$ cat config.mk
export PLATFORM = sky130hd
export DESIGN_NAME = gptu_top
export DESIGN_NICKNAME = d
export VERILOG_FILES = /design/src/gptu_pkg.sv /design/src/gptu_top.sv
export SDC_FILE = /design/constraint.sdc
export NUM_CORES = 1
export LEC_CHECK = 0
export ABC_AREA = 1
export BUFFER_PORTS_ARGS = -buffer_cell sky130_fd_sc_hd__buf_2
export CORE_MARGIN = 2
export CORE_UTILIZATION = 40
export CTS_BUF_LIST = sky130_fd_sc_hd__clkbuf_8
export CTS_CLUSTER_DIAMETER = 120
export CTS_CLUSTER_SIZE = 10
export DETAILED_ROUTE_END_ITERATION = 10
export GPL_TIMING_DRIVEN = 0
export HOLD_SLACK_MARGIN = 0.08
export PLACE_DENSITY = 0.68
export SLEW_MARGIN = 20
export SYNTH_ARGS = -nofsm -noshare
export SYNTH_HDL_FRONTEND = slang
export SYNTH_SLANG_ARGS = --single-unit
$ cat constraint.sdc
create_clock -name CLK -period 8.5 [get_ports CLK]
set_clock_uncertainty 0.1 [all_clocks]
set_input_delay 1.7 -clock CLK [delete_from_list [all_inputs] [get_ports CLK]]
set_output_delay 1.7 -clock CLK [all_outputs]
set_load 0.01 [all_outputs]
$ cat src/gptu_pkg.sv
// Package with constants and types of the general purpose timer unit
package gptu_pkg;

  localparam int GPTU_W = 16;
  localparam int GPTU_NT = 5;

  // Timer indices
  localparam int IX_AUX_A = 0;
  localparam int IX_CORE = 1;
  localparam int IX_AUX_B = 2;
  localparam int IX_SAUX = 3;
  localparam int IX_SMAIN = 4;
  localparam int M1_COUNT = 3;

  // Finest count periods and derived base dividers
  localparam int CLK_PERIOD_NS = 50;
  localparam int M1_RES_NS = 400;
  localparam int M2_RES_NS = 200;
  localparam int M1_DIV = M1_RES_NS / CLK_PERIOD_NS;
  localparam int M2_DIV = M2_RES_NS / CLK_PERIOD_NS;
  localparam logic [3:0] M1_DIV_LAST = 4'(M1_DIV - 1);
  localparam logic [3:0] M2_DIV_LAST = 4'(M2_DIV - 1);

  // Reset values and counter maximum
  localparam logic [15:0] GPTU_VAL_RST = 16'h0000;
  localparam logic [15:0] GPTU_VAL_MAX = 16'hFFFF;
  localparam logic [3:0] GPTU_BASE_RST = 4'h0;
  localparam logic [6:0] GPTU_SCALE_RST = 7'h00;

  // Auxiliary timer functions
  localparam logic [1:0] AUXF_NORMAL = 2'h0;
  localparam logic [1:0] AUXF_CAPTURE = 2'h1;
  localparam logic [1:0] AUXF_RELOAD = 2'h2;

  // Reload triggers
  localparam logic [1:0] RLD_PIN = 2'h1;
  localparam logic [1:0] RLD_LATCH_RISE = 2'h2;
  localparam logic [1:0] RLD_LATCH_FALL = 2'h3;

  typedef enum logic [3:0] {
    GPTU_TIMER = 4'h1,
    GPTU_GATED = 4'h2,
    GPTU_COUNTER = 4'h4,
    GPTU_INCR = 4'h8
  } gptu_mode_e;

  typedef struct packed {
    logic cap;
    logic [4:0] dir;
    logic [4:0] cnt;
  } gptu_pins_s;

  typedef struct packed {
    logic [2:0] cap;
    logic [4:0] ovf;
  } gptu_flags_s;

  localparam gptu_pins_s GPTU_PINS_RST = 11'h000;
  localparam gptu_flags_s GPTU_FLAGS_RST = 8'h00;

endpackage

$ cat src/gptu_top.sv
// Five timer general purpose timer unit, both modules
// Behaviour
// - Five 16-bit timers, chainable within module
// - First module modes: timer, gated, counter, encoder
// - Prescaled timer mode, finest 400 ns
// - Counter mode counts count-pin edges
// - Gated mode counts while gate pin high
// - Software direction, optionally flipped by pin
// - Encoder tracks decoded into count and direction
// - Core and aux B latches toggle on wrap
// - Aux in capture or reload stops counting
// - Aux capture latches core on pin event
// - Aux reload loads core on pin/latch edge
// - Opposite latch edges alternate two reloads
// - Second module two timers, 200 ns finest
// - Second module prescaled or external clocking
// - Second main latch toggles, clocks second aux
// - Second main wrap exported, reloads from register
// - Capture register takes second aux, optional clear
// - Capture also by core input pin transitions
`timescale 1ns/1ns
module gptu_top
  import gptu_pkg::*;
(
  input wire logic CLK,
  input wire logic RST,
  input wire logic [4:0] CNT_IN,
  input wire logic [4:0] DIR_IN,
  input wire logic CAPTURE_PIN,
  input gptu_mode_e MODE [GPTU_NT],
  input wire logic [2:0] PRESCALE [GPTU_NT],
  input wire logic [1:0] EDGE_SEL [GPTU_NT],
  input wire logic [4:0] RUN,
  input wire logic [4:0] DIR_DOWN,
  input wire logic [4:0] DIR_PIN_EN,
  input wire logic [2:0] CHAIN_LATCH,
  input wire logic [1:0] AUX_FUNC [2],
  input wire logic [1:0] RELOAD_TRIG [2],
  input wire logic SEC_RELOAD_EN,
  input wire logic [2:0] CAP_SRC,
  input wire logic [1:0] CAP_EDGE,
  input wire logic CAP_CLEAR,
  input wire logic [4:0] LOAD_EN,
  input wire logic CAPREG_LOAD,
  input wire logic [15:0] LOAD_VAL,
  input wire logic [7:0] FLAG_CLR,
  output logic [15:0] TIMER_VAL [GPTU_NT],
  output logic [15:0] CAPREG_VAL,
  output logic CORE_TOGGLE_OUT,
  output logic AUX_B_TOGGLE_OUT,
  output logic SEC_MAIN_TOGGLE_OUT,
  output logic SEC_MAIN_OVF,
  output gptu_flags_s EVENT_FLAGS
);

  gptu_pins_s s1_r, s2_r, s3_r;
  logic [3:0] b1_r, b1_nxt, b2_r, b2_nxt;
  logic [6:0] sc1_r, sc1_nxt, sc2_r, sc2_nxt;
  logic b1_tick, b2_tick;
  logic [15:0] val_r [GPTU_NT];
  logic [15:0] val_nxt [GPTU_NT];
  logic [15:0] capreg_r, capreg_nxt;
  logic core_latch_r, core_latch_nxt, auxb_latch_r, auxb_latch_nxt;
  logic smain_latch_r, smain_latch_nxt, smain_ovf_r, smain_ovf_nxt;
  gptu_flags_s flags_r, flags_nxt;
  logic [4:0] tick, down, ovf, pin_evt;
  logic [4:0] cnt_rise, cnt_fall, dir_rise, dir_fall;
  logic [1:0] cap_aux, rld_aux;
  logic capreg_evt, cap_rise, cap_fall;

  // Pin synchronisers and edge detectors
  always_ff @(posedge CLK)
  begin
    if (RST)
    begin
      s1_r <= GPTU_PINS_RST;
      s2_r <= GPTU_PINS_RST;
      s3_r <= GPTU_PINS_RST;
    end
    else
    begin
      s1_r <= {CAPTURE_PIN, DIR_IN, CNT_IN};
      s2_r <= s1_r;
      s3_r <= s2_r;
    end
  end

  assign cnt_rise = s2_r.cnt & ~s3_r.cnt;
  assign cnt_fall = ~s2_r.cnt & s3_r.cnt;
  assign dir_rise = s2_r.dir & ~s3_r.dir;
  assign dir_fall = ~s2_r.dir & s3_r.dir;
  assign cap_rise = s2_r.cap & ~s3_r.cap;
  assign cap_fall = ~s2_r.cap & s3_r.cap;

  // Base dividers of both modules
  assign b1_tick = (b1_r == M1_DIV_LAST);
  assign b2_tick = (b2_r == M2_DIV_LAST);

  always_comb
  begin
    b1_nxt = b1_tick ? GPTU_BASE_RST : b1_r + 4'h1;
    b2_nxt = b2_tick ? GPTU_BASE_RST : b2_r + 4'h1;
    sc1_nxt = b1_tick ? sc1_r + 7'h01 : sc1_r;
    sc2_nxt = b2_tick ? sc2_r + 7'h01 : sc2_r;
  end

  always_ff @(posedge CLK)
  begin
    if (RST)
    begin
      b1_r <= GPTU_BASE_RST;
      b2_r <= GPTU_BASE_RST;
      sc1_r <= GPTU_SCALE_RST;
      sc2_r <= GPTU_SCALE_RST;
    end
    else
    begin
      b1_r <= b1_nxt;
      b2_r <= b2_nxt;
      sc1_r <= sc1_nxt;
      sc2_r <= sc2_nxt;
    end
  end

  // Per timer clock selection, direction and wrap detection
  for (genvar i = 0; i < GPTU_NT; i++)
  begin : g_tmr
    logic [6:0] mask, sc;
    logic base, pre_tick, chain_evt, chained, stopped, raw_tick, incr_up;
    always_comb
    begin
      mask = 7'((8'h01 << PRESCALE[i]) - 8'h01);
      sc = (i < M1_COUNT) ? sc1_r : sc2_r;
      base = (i < M1_COUNT) ? b1_tick : b2_tick;
      pre_tick = base & ((sc & mask) == mask);
      pin_evt[i] = (EDGE_SEL[i][0] & cnt_rise[i]) | (EDGE_SEL[i][1] & cnt_fall[i]);
      chain_evt = 1'b0;
      chained = 1'b0;
      stopped = 1'b0;
      if (i == IX_AUX_A)
      begin
        chain_evt = ovf[IX_CORE];
        chained = CHAIN_LATCH[0];
        stopped = (AUX_FUNC[0] != AUXF_NORMAL);
      end
      if (i == IX_AUX_B)
      begin
        chain_evt = ovf[IX_CORE];
        chained = CHAIN_LATCH[1];
        stopped = (AUX_FUNC[1] != AUXF_NORMAL);
      end
      if (i == IX_SAUX)
      begin
        chain_evt = ovf[IX_SMAIN];
        chained = CHAIN_LATCH[2];
      end
      incr_up = s2_r.cnt[i] ^ s3_r.dir[i];
      down[i] = DIR_DOWN[i] ^ (DIR_PIN_EN[i] & s2_r.dir[i]);
      case (MODE[i])
        GPTU_TIMER: raw_tick = pre_tick;
        GPTU_GATED: raw_tick = pre_tick & s2_r.cnt[i];
        GPTU_COUNTER: raw_tick = chained ? chain_evt : pin_evt[i];
        GPTU_INCR:
        begin
          raw_tick = (i < M1_COUNT) & ((s2_r.cnt[i] ^ s3_r.cnt[i]) | (s2_r.dir[i] ^ s3_r.dir[i]));
          down[i] = DIR_DOWN[i] ^ ~incr_up;
        end
        default: raw_tick = 1'b0;
      endcase
      tick[i] = raw_tick & RUN[i] & ~stopped;
      ovf[i] = tick[i] & (down[i] ? (val_r[i] == GPTU_VAL_RST) : (val_r[i] == GPTU_VAL_MAX));
    end
    assign TIMER_VAL[i] = val_r[i];
  end

  // Capture and reload triggers of the auxiliary timers
  for (genvar a = 0; a < 2; a++)
  begin : g_aux
    logic trig;
    always_comb
    begin
      case (RELOAD_TRIG[a])
        RLD_PIN: trig = pin_evt[2 * a];
        RLD_LATCH_RISE: trig = ovf[IX_CORE] & ~core_latch_r;
        RLD_LATCH_FALL: trig = ovf[IX_CORE] & core_latch_r;
        default: trig = 1'b0;
      endcase
      cap_aux[a] = (AUX_FUNC[a] == AUXF_CAPTURE) & pin_evt[2 * a];
      rld_aux[a] = (AUX_FUNC[a] == AUXF_RELOAD) & trig;
    end
  end

  assign capreg_evt = (CAP_SRC[0] & ((CAP_EDGE[0] & cap_rise) | (CAP_EDGE[1] & cap_fall)))
    | (CAP_SRC[1] & (cnt_rise[IX_CORE] | cnt_fall[IX_CORE]))
    | (CAP_SRC[2] & (dir_rise[IX_CORE] | dir_fall[IX_CORE]));

  // Timer values, capture register, latches and flags
  always_comb
  begin
    for (int i = 0; i < GPTU_NT; i++)
    begin
      val_nxt[i] = val_r[i];
      if (tick[i])
        val_nxt[i] = down[i] ? val_r[i] - 16'h0001 : val_r[i] + 16'h0001;
    end
    if (cap_aux[0])
      val_nxt[IX_AUX_A] = val_r[IX_CORE];
    if (cap_aux[1])
      val_nxt[IX_AUX_B] = val_r[IX_CORE];
    if (rld_aux[0])
      val_nxt[IX_CORE] = val_r[IX_AUX_A];
    if (rld_aux[1])
      val_nxt[IX_CORE] = val_r[IX_AUX_B];
    capreg_nxt = capreg_r;
    if (capreg_evt)
    begin
      capreg_nxt = val_r[IX_SAUX];
      if (CAP_CLEAR)
        val_nxt[IX_SAUX] = GPTU_VAL_RST;
    end
    if (ovf[IX_SMAIN] & SEC_RELOAD_EN)
      val_nxt[IX_SMAIN] = capreg_r;
    for (int i = 0; i < GPTU_NT; i++)
    begin
      if (LOAD_EN[i])
        val_nxt[i] = LOAD_VAL;
    end
    if (CAPREG_LOAD)
      capreg_nxt = LOAD_VAL;
    core_latch_nxt = core_latch_r ^ ovf[IX_CORE];
    auxb_latch_nxt = auxb_latch_r ^ ovf[IX_AUX_B];
    smain_latch_nxt = smain_latch_r ^ ovf[IX_SMAIN];
    smain_ovf_nxt = ovf[IX_SMAIN];
    flags_nxt.ovf = (flags_r.ovf & ~FLAG_CLR[4:0]) | ovf;
    flags_nxt.cap = (flags_r.cap & ~FLAG_CLR[7:5]) | {capreg_evt, cap_aux};
  end

  always_ff @(posedge CLK)
  begin
    if (RST)
    begin
      for (int i = 0; i < GPTU_NT; i++)
        val_r[i] <= GPTU_VAL_RST;
      capreg_r <= GPTU_VAL_RST;
      core_latch_r <= 1'b0;
      auxb_latch_r <= 1'b0;
      smain_latch_r <= 1'b0;
      smain_ovf_r <= 1'b0;
      flags_r <= GPTU_FLAGS_RST;
    end
    else
    begin
      for (int i = 0; i < GPTU_NT; i++)
        val_r[i] <= val_nxt[i];
      capreg_r <= capreg_nxt;
      core_latch_r <= core_latch_nxt;
      auxb_latch_r <= auxb_latch_nxt;
      smain_latch_r <= smain_latch_nxt;
      smain_ovf_r <= smain_ovf_nxt;
      flags_r <= flags_nxt;
    end
  end

  assign CAPREG_VAL = capreg_r;
  assign CORE_TOGGLE_OUT = core_latch_r;
  assign AUX_B_TOGGLE_OUT = auxb_latch_r;
  assign SEC_MAIN_TOGGLE_OUT = smain_latch_r;
  assign SEC_MAIN_OVF = smain_ovf_r;
  assign EVENT_FLAGS = flags_r;
endmodule

# After elaboration in Yosys (flattened, before gate mapping)
# Memories as Yosys holds them, arrays and structs flattened.
# Cells that the tools add are included.
# word_totals
regBits	83
ram_bits	80
inputBits	121
out_inout_bits	108
word_cells	271
n_memories	1
# op_classes
addsub	19
eq_ne	42
shifts	5
muxes	52
bitwise	122
n_reduce_logical	10
# memory_table
name	depth	word_bits	read_ports	rd_ports_with_merged_regs	write_ports	line_no	source
val_r	5	16	5	0	5	gptu_top.sv:60	logic [15:0] val_r [GPTU_NT];
# op_table
op	n
2-to-1 mux 16 bit	29
adder 16 x 1 -> 16 bit (second input constant)	5
== test 16 bit (second input constant)	5
logical NOT 16 bit	5
subtractor 16 x 1 -> 16 bit (second input constant)	5
AND 1 bit	51
AND 7 bit	5
== test 7 bit	5
left shift 1 x 3 -> 7 bit (first input constant)	5
subtractor 7 x 1 -> 7 bit (second input constant)	5
== test 4 x 2 -> 1 bit (second input constant)	6
== test 4 x 3 -> 1 bit (second input constant)	6
XOR 1 bit	24
== test 4 x 1 -> 1 bit (second input constant)	5
== test 4 bit (second input constant)	5
OR 1 bit	18
2-to-1 mux 1 bit	16
AND 5 bit	3
inverter 5 bit	3
adder 7 x 1 -> 7 bit (second input constant)	2
== test 2 bit (second input constant)	6
case mux 1 bit (3 select lines)	4
case mux 1 bit (4 select lines)	3
inverter 1 bit	10
10 further kinds	19

# Logic depth before layout (Yosys ltp)
# Gate-level depths: netlist of run 1.
# depth
depth_word	17
depth_mapped	24
ltp_nobuf	24

# Worst setup path after synthesis of run 1
# No wires, ideal clock.
# synth_path
kind	input -> register
startpoint	input MODE[17] in the netlist's numbering
endpoint	memory val_r[0][10]
setup_ns	0.115
arrival_time_ns	4.071
t_required_ns	8.285
setup_slack_ns	4.214
cell_stages	22
n_path_buf	0
path_cell_list	nor2_1 -> nand3_1 -> nand3_1 -> o21ai_0 -> nand2_1 -> nand2_1 -> inv_1 -> ha_1 -> a21oi_1 -> nand2_1 -> nand2_1 -> nand2_1 -> a21oi_1 -> o21ai_0 -> nand3_1 -> nand2_1 -> nand2_1 -> nand3_1 -> nand2_1 -> nand2_1 -> a21oi_1 -> nor2_1
# synth_rtl
element	line_no	source
start: declaration	gptu_top.sv:30	input gptu_mode_e MODE [GPTU_NT],
end: declaration	gptu_top.sv:60	

==> metrics.csv, run 1 <==
metric,value,unit
switching_share,0.4103,
h-tree-depth,4,
design.die.area,33330,sq um
fillers,3319,
reg2reg_slack,4810,ps
cts_setup_buffers,0,
p_clk_frac,0.255,
crit_family,compound AO/OA/AOI/OAI gates,
vias_per_cell,5.448,
powerDensity,155.8,nW/um^2
clock_latency,480,ps
slew_viol_final,0,
critPathMaxStageDelay,530,ps
synthDistinctLibCells,52,
max_freq,209.0,MHz
wl_met1,21700,microns
cp_slowest_cell,clkbuf_1,
yosysTopAreaCellShare,0.2558,
firstDrtPassIters,6,
syn_avg_cell_area,6.458,sq um
path_clk_slew,100,ps
area_growth,15.87,%
end_kind,flop,
vias,14350,
timing.slew.headroom,0.3896,
dr_wl_met3,3650,microns
core,31470,sq um
synthCells,1975,
worstPathCellList,buf_2 -> nor2_4 -> nand3_2 -> o211ai_1 -> nand2_2 -> inv_2 -> nand2_1 -> o21ai_2 -> nor2_4 -> ha_1 -> o211ai_1 -> a31oi_1 -> nand2_1 -> clkbuf_1 -> o21ai_0 -> a21oi_1 -> o22ai_1 -> a21oi_1,
nets,2427,
fp-row-count,65,
yosys_warnings,0,
met2_length,20690,microns
p_seq_frac,0.392,
final-setup-viol-count,0,
ant_nets,0,
grt_use_total,0.2825,
yosysTopAreaCell,dfxtp_1,
grt_start_max_net_pins,18,
route.detailed.drc,0,
grt_pass1_wl,73130,microns
ctsResizeCount,0,
die_y,182.6,microns
cts-root-buf,clkbuf_8,
synth_edf_count,0,
cp_max_fo,17,
port-buffer-count,224,
ys_ff_latch,163,
hold_viol,0,
total_power,0.002303,W
die_x,182.6,microns
drt_iter0_markers,1560,
synthFlopType,dfxtp_1,
numCtsBuffers,17,
start_util,0.4052,
clock-sinks,163,
ir_drop,99.56,uV
io_pins,229,
worstMarginPinSlew,915.6,ps
power_frac_comb,0.353,
grt_overflow,0,
utilization,0.4696,
tns,0,ps
min_period,4784,ps
power.switching,0.0009450,W
p_int,0.001358,W
cts_tree,done,
synthArstFlopShare,0,
path_class,input pin to flop,
cap_violations,0,
startpoint_type,input pin,
grt_pass1_vias,13240,
finalWirelength,47680,microns
ctsLongestPathBuffers,2,
grt_antenna_before_repair,0,
ys_top_cells_by_area,"dfxtp_1 (26%), nand2_1 (12%), a21oi_1 (8.2%), ha_1 (8.0%), inv_1 (7.6%)",
top_layer_used,met4,
ctsHoldBuffers,0,
power.leakage,7.309,nW
cp.arrival,5090,ps
finalCritPeriodShare,0.5628,
hold_class,flop to flop,
synth-seq-area-share,0.2558,
rsz0062_at_grt,no,
critPathBufInv,3,
multiInputGateArea,8169,sq um
syn_nets,2183,
antenna_cells,0,
dpl.hpwl,38050,microns
wl_per_cell,18.10,microns
worst-endpoint-required,8810,ps
drive_above_1_share,0.1447,
place_congestion,0.9705,
outcome,completed,
regArea,3263,sq um
synth_area,12750,sq um
## power groups by stage
stage               Sequential (W)  Combinational [W]  Clock (W)
global placement          0.000913           0.000781          0
CTS                       0.000896           0.000798   0.000595
floorplan                 0.000896           0.000536          0
global route              0.000906           0.000911   0.000628
finish                    0.000902           0.000813   0.000588
detailed placement        0.000914           0.000793          0
## cells in the mapped netlist (all sizes together) (17+ instances only)
cell type,number
a21oi,219
a31oi,27
buf,17
clkbuf,52
dfxtp,163
ha,82
inv,264
nand2,403
nand3,109
nand4,38
nor2,200
nor3,23
o211ai,42
o21ai,169
o22ai,18
xnor2,26
xor2,34
## sequential cells by signal (all words and copies together) (netlist names)
register and count:
CAPREG_VAL 16, s1_r 11, s2_r 11, CORE_TOGGLE_OUT 1, g_tmr.sc 14, AUX_B_TOGGLE_OUT 1
s3_r 11, val_r 80, b2_r 4, SEC_MAIN_TOGGLE_OUT 1, SEC_MAIN_OVF 1, EVENT_FLAGS 8
b1_r 4
## kinds of logic after synthesis
group	after synthesis	share of synthesized area
AND/OR/NAND/NOR	794	0.2654
AO/OA/AOI/OAI	537	0.2455
buffers and inverters	334	0.1037
flip-flops	163	0.2558
adder cells (fa/ha/maj)	87	0.08829
XOR/XNOR	60	0.04120
## routing by layer
metal  GRT usage  up-vias
li1            -     7138
met1      0.3932     6539
met2      0.4464      596
met3     0.03792       78
met4      0.1019        0
met5           0        -
## worst register-to-register path, cell delays in order, from the launching register on
cell and delay (ps):
dfxtp_1 420, inv_1 100, ha_1 290, inv_1 70, nor2_1 50, o21ai_0 160
inv_1 60, nand2_1 60, nand2_1 170, nor2_4 300, ha_1 250, o211ai_1 90
a31oi_1 160, nand2_1 150, inv_1 140, clkbuf_1 400, o21ai_0 260, o211ai_1 140
o21ai_0 110, a21oi_1 140
## final timing paths
| path | startpoint | endpoint | depth (start not counted) |
|---|---|---|---|
| max | MODE[13] | val_r[0][20] | 18 |
| min | s1_r[4] | s2_r[4] | 2 |
| max reg2reg | s2_r[1] | val_r[0][24] | 19 |
| min reg2reg | s1_r[4] | s2_r[4] | 2 |
## placed cells by master, fill, tap and decap left out, types with 34 or more instances in the layout
| cell type | n |
|---|---|
| a21oi_1 | 210 |
| buf_2 | 232 |
| clkbuf_1 | 52 |
| dfxtp_1 | 163 |
| ha_1 | 82 |
| inv_1 | 261 |
| nand2_1 | 391 |
| nand3_1 | 107 |
| nand4_1 | 38 |
| nor2_1 | 193 |
| o211ai_1 | 34 |
| o21ai_0 | 162 |
| xor2_1 | 34 |
## final cells by class
cell class | instances | area share
plain buffers | 69 | 0.02218
clock buffers | 17 | 0.01583
clock inverters | 15 | 0.01092
inverters | 265 | 0.06730
multi-input cells | 1478 | 0.5527
flip-flops and latches | 163 | 0.2208
well taps | 402 | 0.03403
repair buffers | 225 | 0.07619
## stage by stage
step	setup slack [ps]	cells	hold slack, ps	area [sq um]
after floorplan	4214	1975	288.3	12750
after global placement	3365	2601	289.4	14380
after detailed placement	3296	2602	292.0	14380
after CTS	3787	2634	302.3	14780
after global routing	3434	2634	320.1	14780
final	3716	2634	305.7	14780
No activity file was read; power rests on OpenSTA's default activity.
==> inputs of run 2 (changes only) <==
--- a/config.mk
+++ b/config.mk
@@ -5,7 +5,7 @@
 export SDC_FILE = /design/constraint.sdc
 export NUM_CORES = 1
 export LEC_CHECK = 0
-export ABC_AREA = 1
+export ABC_AREA = 0
 export BUFFER_PORTS_ARGS = -buffer_cell sky130_fd_sc_hd__buf_2
 export CORE_MARGIN = 2
 export CORE_UTILIZATION = 40
@@ -15,7 +15,7 @@
 export DETAILED_ROUTE_END_ITERATION = 10
 export GPL_TIMING_DRIVEN = 0
 export HOLD_SLACK_MARGIN = 0.08
-export PLACE_DENSITY = 0.68
+export PLACE_DENSITY = 0.71
 export SLEW_MARGIN = 20
 export SYNTH_ARGS = -nofsm -noshare
 export SYNTH_HDL_FRONTEND = slang
==> constraint.sdc (replaced) <==
create_clock -name CLK -period 4.03 [get_ports CLK]
set_clock_uncertainty 0.1 [all_clocks]
set_input_delay 0.806 -clock CLK [delete_from_list [all_inputs] [get_ports CLK]]
set_output_delay 0.806 -clock CLK [all_outputs]
set_load 0.01 [all_outputs]
==> metrics.csv, run 2 <==
metric,value,unit,change
vias_per_cell,6.021,,was 5.448
syn_nets,1702,,"was 2,183"
ctsLongestPathBuffers,2,,unchanged
final-setup-viol-count,0,,unchanged
grt_pass1_vias,12160,,"was 13,240"
cp_common_cell,o21ai_2,,
multiInputGateArea,8471,sq um,was 8169 sq um
slew_viol_final,0,,unchanged
fillers,2830,,"was 3,319"
power_frac_comb,0.329,,was 0.353
numCtsBuffers,17,,unchanged
vias,12970,,"was 14,350"
synthDistinctLibCells,89,,was 52
io_pins,229,,unchanged
ys_top_cells_by_area,"dfxtp_1 (28%), ha_1 (8.7%), a21oi_1 (5.8%), nand2_1 (5.1%), nor2_1 (4.8%)",,"was dfxtp_1 (26%), nand2_1 (12%), a21oi_1 (8.2%), ha_1 (8.0%), inv_1 (7.6%)"
p_seq_frac,0.393,,was 0.392
clock-sinks,163,,unchanged
power.leakage,6.196,nW,was 7.309 nW
tns,0,ps,unchanged
hold_viol,0,,unchanged
synth_area,11810,sq um,"was 12,750 sq um"
synthMuxAreaShare,0.03783,,was 0
finalCritPeriodShare,0.9749,,
synth_fa_ha_area_frac,0.09537,,was 0.08829
synth-seq-area-share,0.2764,,was 0.2558
regMostFlops,val_r,,unchanged
grt_overflow,0,,unchanged
design.die.area,30910,sq um,"was 33,330 sq um"
ir_drop,201.7,uV,was 99.56 uV
final_common_cell,buf_2,,was nand2_1
syn_avg_cell_area,7.903,sq um,was 6.458 sq um
route.detailed.drc,0,,unchanged
cts_tree,done,,unchanged
synth_xor_area_frac,0.06962,,was 0.04120
grt_antenna_before_repair,3,,was 0
wl_per_cell,20.73,microns,was 18.10 microns
drive_above_1_share,0.2046,,was 0.1447
timing.slew.headroom,0.3396,,was 0.3896
die_y,175.8,microns,was 182.6 microns
path_class,input pin to flop,,unchanged
start_util,0.4092,,was 0.4052
drt_iter0_markers,1302,,"was 1,560"
cp.arrival,4210,ps,was 5090 ps
nets,1964,,"was 2,427"
worstPathCellList,buf_2 -> or4b_4 -> nand3_2 -> o21ai_4 -> xnor2_4 -> inv_6 -> ha_4 -> a211o_1 -> a2111oi_4 -> o21ai_2 -> o31ai_4 -> o21ai_2 -> a31oi_4 -> nor4b_1 -> nor4bb_1 -> nand2_1,,was buf_2 -> nor2_4 -> nand3_2 -> o211ai_1 -> nand2_2 -> inv_2 -> nand2_1 -> o21ai_2 -> nor2_4 -> ha_1 -> o211ai_1 -> a31oi_1 -> nand2_1 -> clkbuf_1 -> o21ai_0 -> a21oi_1 -> o22ai_1 -> a21oi_1
core,28860,sq um,"was 31,470 sq um"
final_cell_mix,"buf_2 (233), dfxtp_1 (163), nand2_1 (158)",,"was nand2_1 (391), inv_1 (261), buf_2 (232)"
place_congestion,0.9388,,was 0.9705
synthFlopType,dfxtp_1,,unchanged
max_freq,254.5,MHz,
total_power,0.004894,W,was 0.002303 W
finalWirelength,44650,microns,"was 47,680 microns"
h-tree-depth,4,,unchanged
hold_class,flop to flop,,unchanged
utilization,0.4994,,was 0.4696
critPathMaxStageDelay,580,ps,was 530 ps
grt_pass1_wl,68230,microns,"was 73,130 microns"
dpl.hpwl,33480,microns,"was 38,050 microns"
p_int,0.003006,W,was 0.001358 W
place_ws,-1070,ps,was 3296 ps
startpoint_type,input pin,,unchanged
setup_ws,101.0,ps,was 3716 ps
path_clk_slew,110,ps,was 100 ps
yosysTopAreaCellShare,0.2764,,was 0.2558
firstDrtPassIters,7,,was 6
end_kind,flop,,unchanged
synth_commonest_cells,"dfxtp_1 (163), nand2_1 (159), nor2_1 (150), a21oi_1 (138), o21ai_0 (84)",,"was nand2_1 (391), inv_1 (259), a21oi_1 (210), nor2_1 (193), dfxtp_1 (163)"
synthCells,1494,,"was 1,975"
reg2reg_slack,250,ps,was 4810 ps
yosys.area_share.simple,0.2250,,was 0.2655
synth.most_common_cell,dfxtp_1,,was nand2_1
largest_reg_flops,80,,unchanged
cp_max_fo,15,,was 17
cap_violations,0,,unchanged
ctsHoldBuffers,0,,unchanged
switching_share,0.3857,,was 0.4103
ant_nets,0,,unchanged
powerDensity,339.6,nW/um^2,was 155.8 nW/um^2
min_period,3929,ps,
synth_edf_count,0,,unchanged
cp_slowest_cell,or4b_4,,was clkbuf_1
worst-endpoint-required,4310,ps,was 8810 ps
grt_use_total,0.2841,,was 0.2825
regArea,3263,sq um,unchanged
yosysTopAreaCell,dfxtp_1,,unchanged
synth_top_family_by_area,compound AO/OA/AOI/OAI gates,,was simple AND/OR/NAND/NOR gates
worstMarginPinSlew,990.6,ps,was 915.6 ps
port-buffer-count,226,,was 224
area_growth,22.04,%,was 15.87%
grt_start_max_net_pins,18,,unchanged
synth_compound_area_frac,0.2574,,was 0.2455
outcome,completed,,unchanged
ys_ff_latch,163,,unchanged
yosys_warnings,0,,unchanged
clock_latency,500,ps,was 480 ps
synthArstFlopShare,0,,unchanged
fp-row-count,62,,was 65
p_clk_frac,0.278,,was 0.255
die_x,175.8,microns,was 182.6 microns
power.switching,0.001888,W,was 0.0009450 W
cts-root-buf,clkbuf_8,,unchanged
[run 2: cell types whose count changed in the layout (fill, tap and decap cells not counted), sizes merged, moves of 19 or more]
cell,delta
inv,-222
a21oi,-80
nand2,-243
a211oi,+28
nor2,-50
xor2,+19
o21ai,-80
nor2b,+42
nand3,-92
mux2i,+39
[run 2: final timing paths]
kind,cells after the start,end,start
worst min-delay path,1,s2_r[3],s1_r[3]
worst max register to register,17,val_r[0][27],b1_r[0]
worst min register to register,1,s2_r[3],s1_r[3]
worst max-delay path,16,val_r[0][63],MODE[5]
[run 2: worst max-delay path: cells and delay by family]
kind            cells  cell delay (ps)
buf+inv             2              240
xor+xnor            1              200
compound gates      7             1580
fa+ha+maj           1              230
simple gates        5             1150
[run 2: cells by family (layout without fill, tap and decap cells)]
kind of cell | Yosys count | after routing
AOI/OAI and AO/OA | 458 | 458
muxes | 44 | 44
DFF | 163 | 163
adders and majority gates | 87 | 87
buffers and inverters | 109 | 384
other | 0 | 1
xor gates and xnor gates | 93 | 93
and+or+nand+nor | 540 | 540
[run 2: power groups by stage]
| stage | combinational (W) | sequential (W) | clock, W |
|---|---|---|---|
| after floorplan | 0.00103 | 0.00189 | 0 |
| after global placement | 0.00148 | 0.00194 | 0 |
| after detailed placement | 0.00151 | 0.00195 | 0 |
| after CTS | 0.00155 | 0.00191 | 0.00137 |
| after global routing | 0.00176 | 0.00193 | 0.00143 |
| final | 0.00161 | 0.00192 | 0.00136 |
[run 2: layout make-up]
class / instances / area share
Antenna cell: 1 / 0.0001737
Buffer: 65 / 0.02101
Clock buffer: 18 / 0.01719
Clock inverter: 14 / 0.01259
Inverter: 44 / 0.01181
Multi-Input combinational cell: 1222 / 0.5878
Sequential cell: 163 / 0.2264
Tap cell: 384 / 0.03334
Timing Repair Buffer: 243 / 0.08961
[run 2: layer usage]
layer | track usage | up-vias | part of all wire
met3 | 0.05823 | 155 | 0.10
met5 | 0 | - | 0.00043
met2 | 0.4559 | 689 | 0.45
li1 | - | 6015 | -
met1 | 0.3643 | 6108 | 0.40
met4 | 0.1374 | 2 | 0.050
[run 2: timing repair]
action | 4_1_cts | 5_1_grt
resized for setup | 7 | 27
pin swaps | 5 | 6
setup buffers | 10 | 7
endpoints found under the setup margin | 29 | 28
[run 2: through the flow]
step	instance area, sq um	cells	hold WS, ps
after CTS	14210	2146	351.3
after global routing	14410	2154	364.0
after floorplan	12020	1494	313.8
after detailed placement	13630	2104	325.6
final	14410	2154	347.8
after global placement	13630	2104	318.1
==> inputs of run 3 (changes only) <==
--- a/config.mk
+++ b/config.mk
@@ -7,7 +7,6 @@
 export LEC_CHECK = 0
 export ABC_AREA = 0
 export BUFFER_PORTS_ARGS = -buffer_cell sky130_fd_sc_hd__buf_2
-export CORE_MARGIN = 2
 export CORE_UTILIZATION = 40
 export CTS_BUF_LIST = sky130_fd_sc_hd__clkbuf_8
 export CTS_CLUSTER_DIAMETER = 120
@@ -16,6 +15,7 @@
 export GPL_TIMING_DRIVEN = 0
 export HOLD_SLACK_MARGIN = 0.08
 export PLACE_DENSITY = 0.71
+export SKIP_LAST_GASP = 1
 export SLEW_MARGIN = 20
 export SYNTH_ARGS = -nofsm -noshare
 export SYNTH_HDL_FRONTEND = slang
==> constraint.sdc (replaced) <==
create_clock -name CLK -period 4.03 [get_ports CLK]
set_clock_uncertainty 0.1 [all_clocks]
set_input_delay 0.2015 -clock CLK [delete_from_list [all_inputs] [get_ports CLK]]
set_output_delay 0.2015 -clock CLK [all_outputs]
set_load 0.01 [all_outputs]
==> metrics.csv, run 3 (same netlist as run 2, synthesis figures left out) <==
metric,value,unit,change
hold_class,input pin to flop,,was flop to flop
place_congestion,0.9709,,was 0.9388
rsz0062_at_grt,yes,,
ctsLongestPathBuffers,2,,unchanged
worst-endpoint-required,4300,ps,was 4310 ps
cap_violations,0,,unchanged
power.leakage,6.298,nW,was 6.196 nW
cts-root-buf,clkbuf_8,,unchanged
largest_reg_flops,80,,unchanged
placed_cells,2106,,"was 2,104"
powerDensity,331.2,nW/um^2,was 339.6 nW/um^2
outcome,completed,,unchanged
timing.slew.headroom,0.3878,,was 0.3396
route.detailed.drc,0,,unchanged
grt_pass1_wl,67580,microns,"was 68,230 microns"
drt_iter0_markers,1185,,"was 1,302"
grtUsageMet1,0.3712,,was 0.3643
clock-sinks,163,,unchanged
slew_viol_final,0,,unchanged
gr-max-usage-layer,met2,,unchanged
area_growth,23.39,%,was 22.04%
grt_pass1_vias,11930,,"was 12,160"
layout.cells.non_filler,2192,,"was 2,154"
cp.arrival,4160,ps,was 4210 ps
worstMarginPinSlew,912.8,ps,was 990.6 ps
grt_overflow,0,,unchanged
path_class,flop to flop,,was input pin to flop
firstDrtPassIters,7,,unchanged
final_cell_mix,"buf_2 (232), dfxtp_1 (163), nand2_1 (158)",,"was buf_2 (233), dfxtp_1 (163), nand2_1 (158)"
final_common_cell,buf_2,,unchanged
numCtsBuffers,17,,unchanged
min_period,3883,ps,was 3929 ps
ant_nets,0,,unchanged
port-buffer-count,226,,unchanged
drive_above_1_share,0.1887,,was 0.2046
h-tree-depth,4,,unchanged
max_freq,257.5,MHz,was 254.5 MHz
grt_antenna_before_repair,2,,was 3
nets,2002,,"was 1,964"
die_y,173.8,microns,was 175.8 microns
die_x,173.8,microns,was 175.8 microns
fp-row-count,62,,unchanged
final-setup-viol-count,0,,unchanged
end_kind,flop,,unchanged
finalCritPeriodShare,0.9636,,was 0.9749
design.die.area,30210,sq um,"was 30,910 sq um"
wl_per_cell,20.20,microns,was 20.73 microns
grt_use_total,0.2863,,was 0.2841
grtUsageMet3,0.05965,,was 0.05823
finalWirelength,44280,microns,"was 44,650 microns"
hold_viol,0,,unchanged
grt_start_max_net_pins,19,,was 18
tns,0,ps,unchanged
io_pins,229,,unchanged
multiInputGateArea,8268,sq um,was 8471 sq um
vias,12960,,"was 12,970"
startpoint_type,flop,,was input pin
dpl.hpwl,33190,microns,"was 33,480 microns"
regArea,3263,sq um,unchanged
start_util,0.4092,,unchanged
path_clk_slew,110,ps,about the same
use_met2,0.4338,,was 0.4559
vias_per_cell,5.913,,was 6.021
utilization,0.5049,,was 0.4994
clock_latency,470,ps,was 500 ps
cts_tree,done,,unchanged
regMostFlops,val_r,,unchanged
core,28860,sq um,unchanged
ir_drop,174.3,uV,was 201.7 uV
cp_max_fo,7,,was 15
whs,109.8,ps,was 347.8 ps
fillers,2804,,"was 2,830"
-- run 3: metrics by stage --
step / setup slack (ps) / instance area, sq um / power [W]
finish: 146.6 / 14570 / 0.004825
global route: -70.89 / 14570 / 0.005063
global placement: -1240 / 13420 / 0.003385
detailed placement: -1316 / 13460 / 0.003428
floorplan: 17.71 / 11810 / 0.002901
CTS: 5.573 / 14430 / 0.004773
-- run 3: worst paths after layout --
| check | slack (ps) | end | from | cells past startpoint |
|---|---|---|---|---|
| worst max-delay path | 150 | val_r[0][30] | val_r[0][31] | 14 |
| worst min-delay path | 110 | val_r[0][48] | LOAD_EN[3] | 3 |
| worst max register to register | 150 | val_r[0][30] | val_r[0][31] | 14 |
| worst min register to register | 340 | s2_r[8] | s1_r[8] | 1 |
-- run 3: worst max-delay path: stages, from the launching register on --
cell      delay [ps]
dfxtp_1          670
nand4_1          170
nor4_1           530
mux2i_4          220
nor2_4           150
ha_1             200
nand2_1           60
nor2_1            80
a21oi_1           60
or3b_1           340
clkbuf_1         200
nand2_2          200
nor3b_4           70
or3_1            400
o32ai_1          330
-- run 3: layout make-up --
| class | count | area share |
|---|---|---|
| Inverter | 44 | 0.01159 |
| Antenna cell | 1 | 0.0001718 |
| Multi-Input combinational cell | 1222 | 0.5675 |
| Tap cell | 384 | 0.03298 |
| Sequential cell | 163 | 0.2240 |
| Timing Repair Buffer | 281 | 0.1147 |
| Clock inverter | 15 | 0.01288 |
| Buffer | 65 | 0.02010 |
| Clock buffer | 17 | 0.01606 |
-- run 3: report_power, final --
group / internal, W / switching [W] / leakage (nW)
combinational: 0.000700 / 0.000894 / 4.74
clock: 0.000581 / 0.000727 / 0.213
sequential: 0.00171 / 0.000215 / 1.34
-- run 3: what timing repair did --
item	CTS	global route
hold buffers	38	0
setup endpoints to repair	24	20
pin swaps	2	4
gates resized for setup	17	17
hold endpoints to repair	71	0
setup buffers	6	9
-- run 3: metal layers --
layer  wire length, microns  part of all wire
met4                   2905             0.066
met1                  18510              0.42
met5                      0                 0
met2                  18780              0.42
met3                   4081             0.092
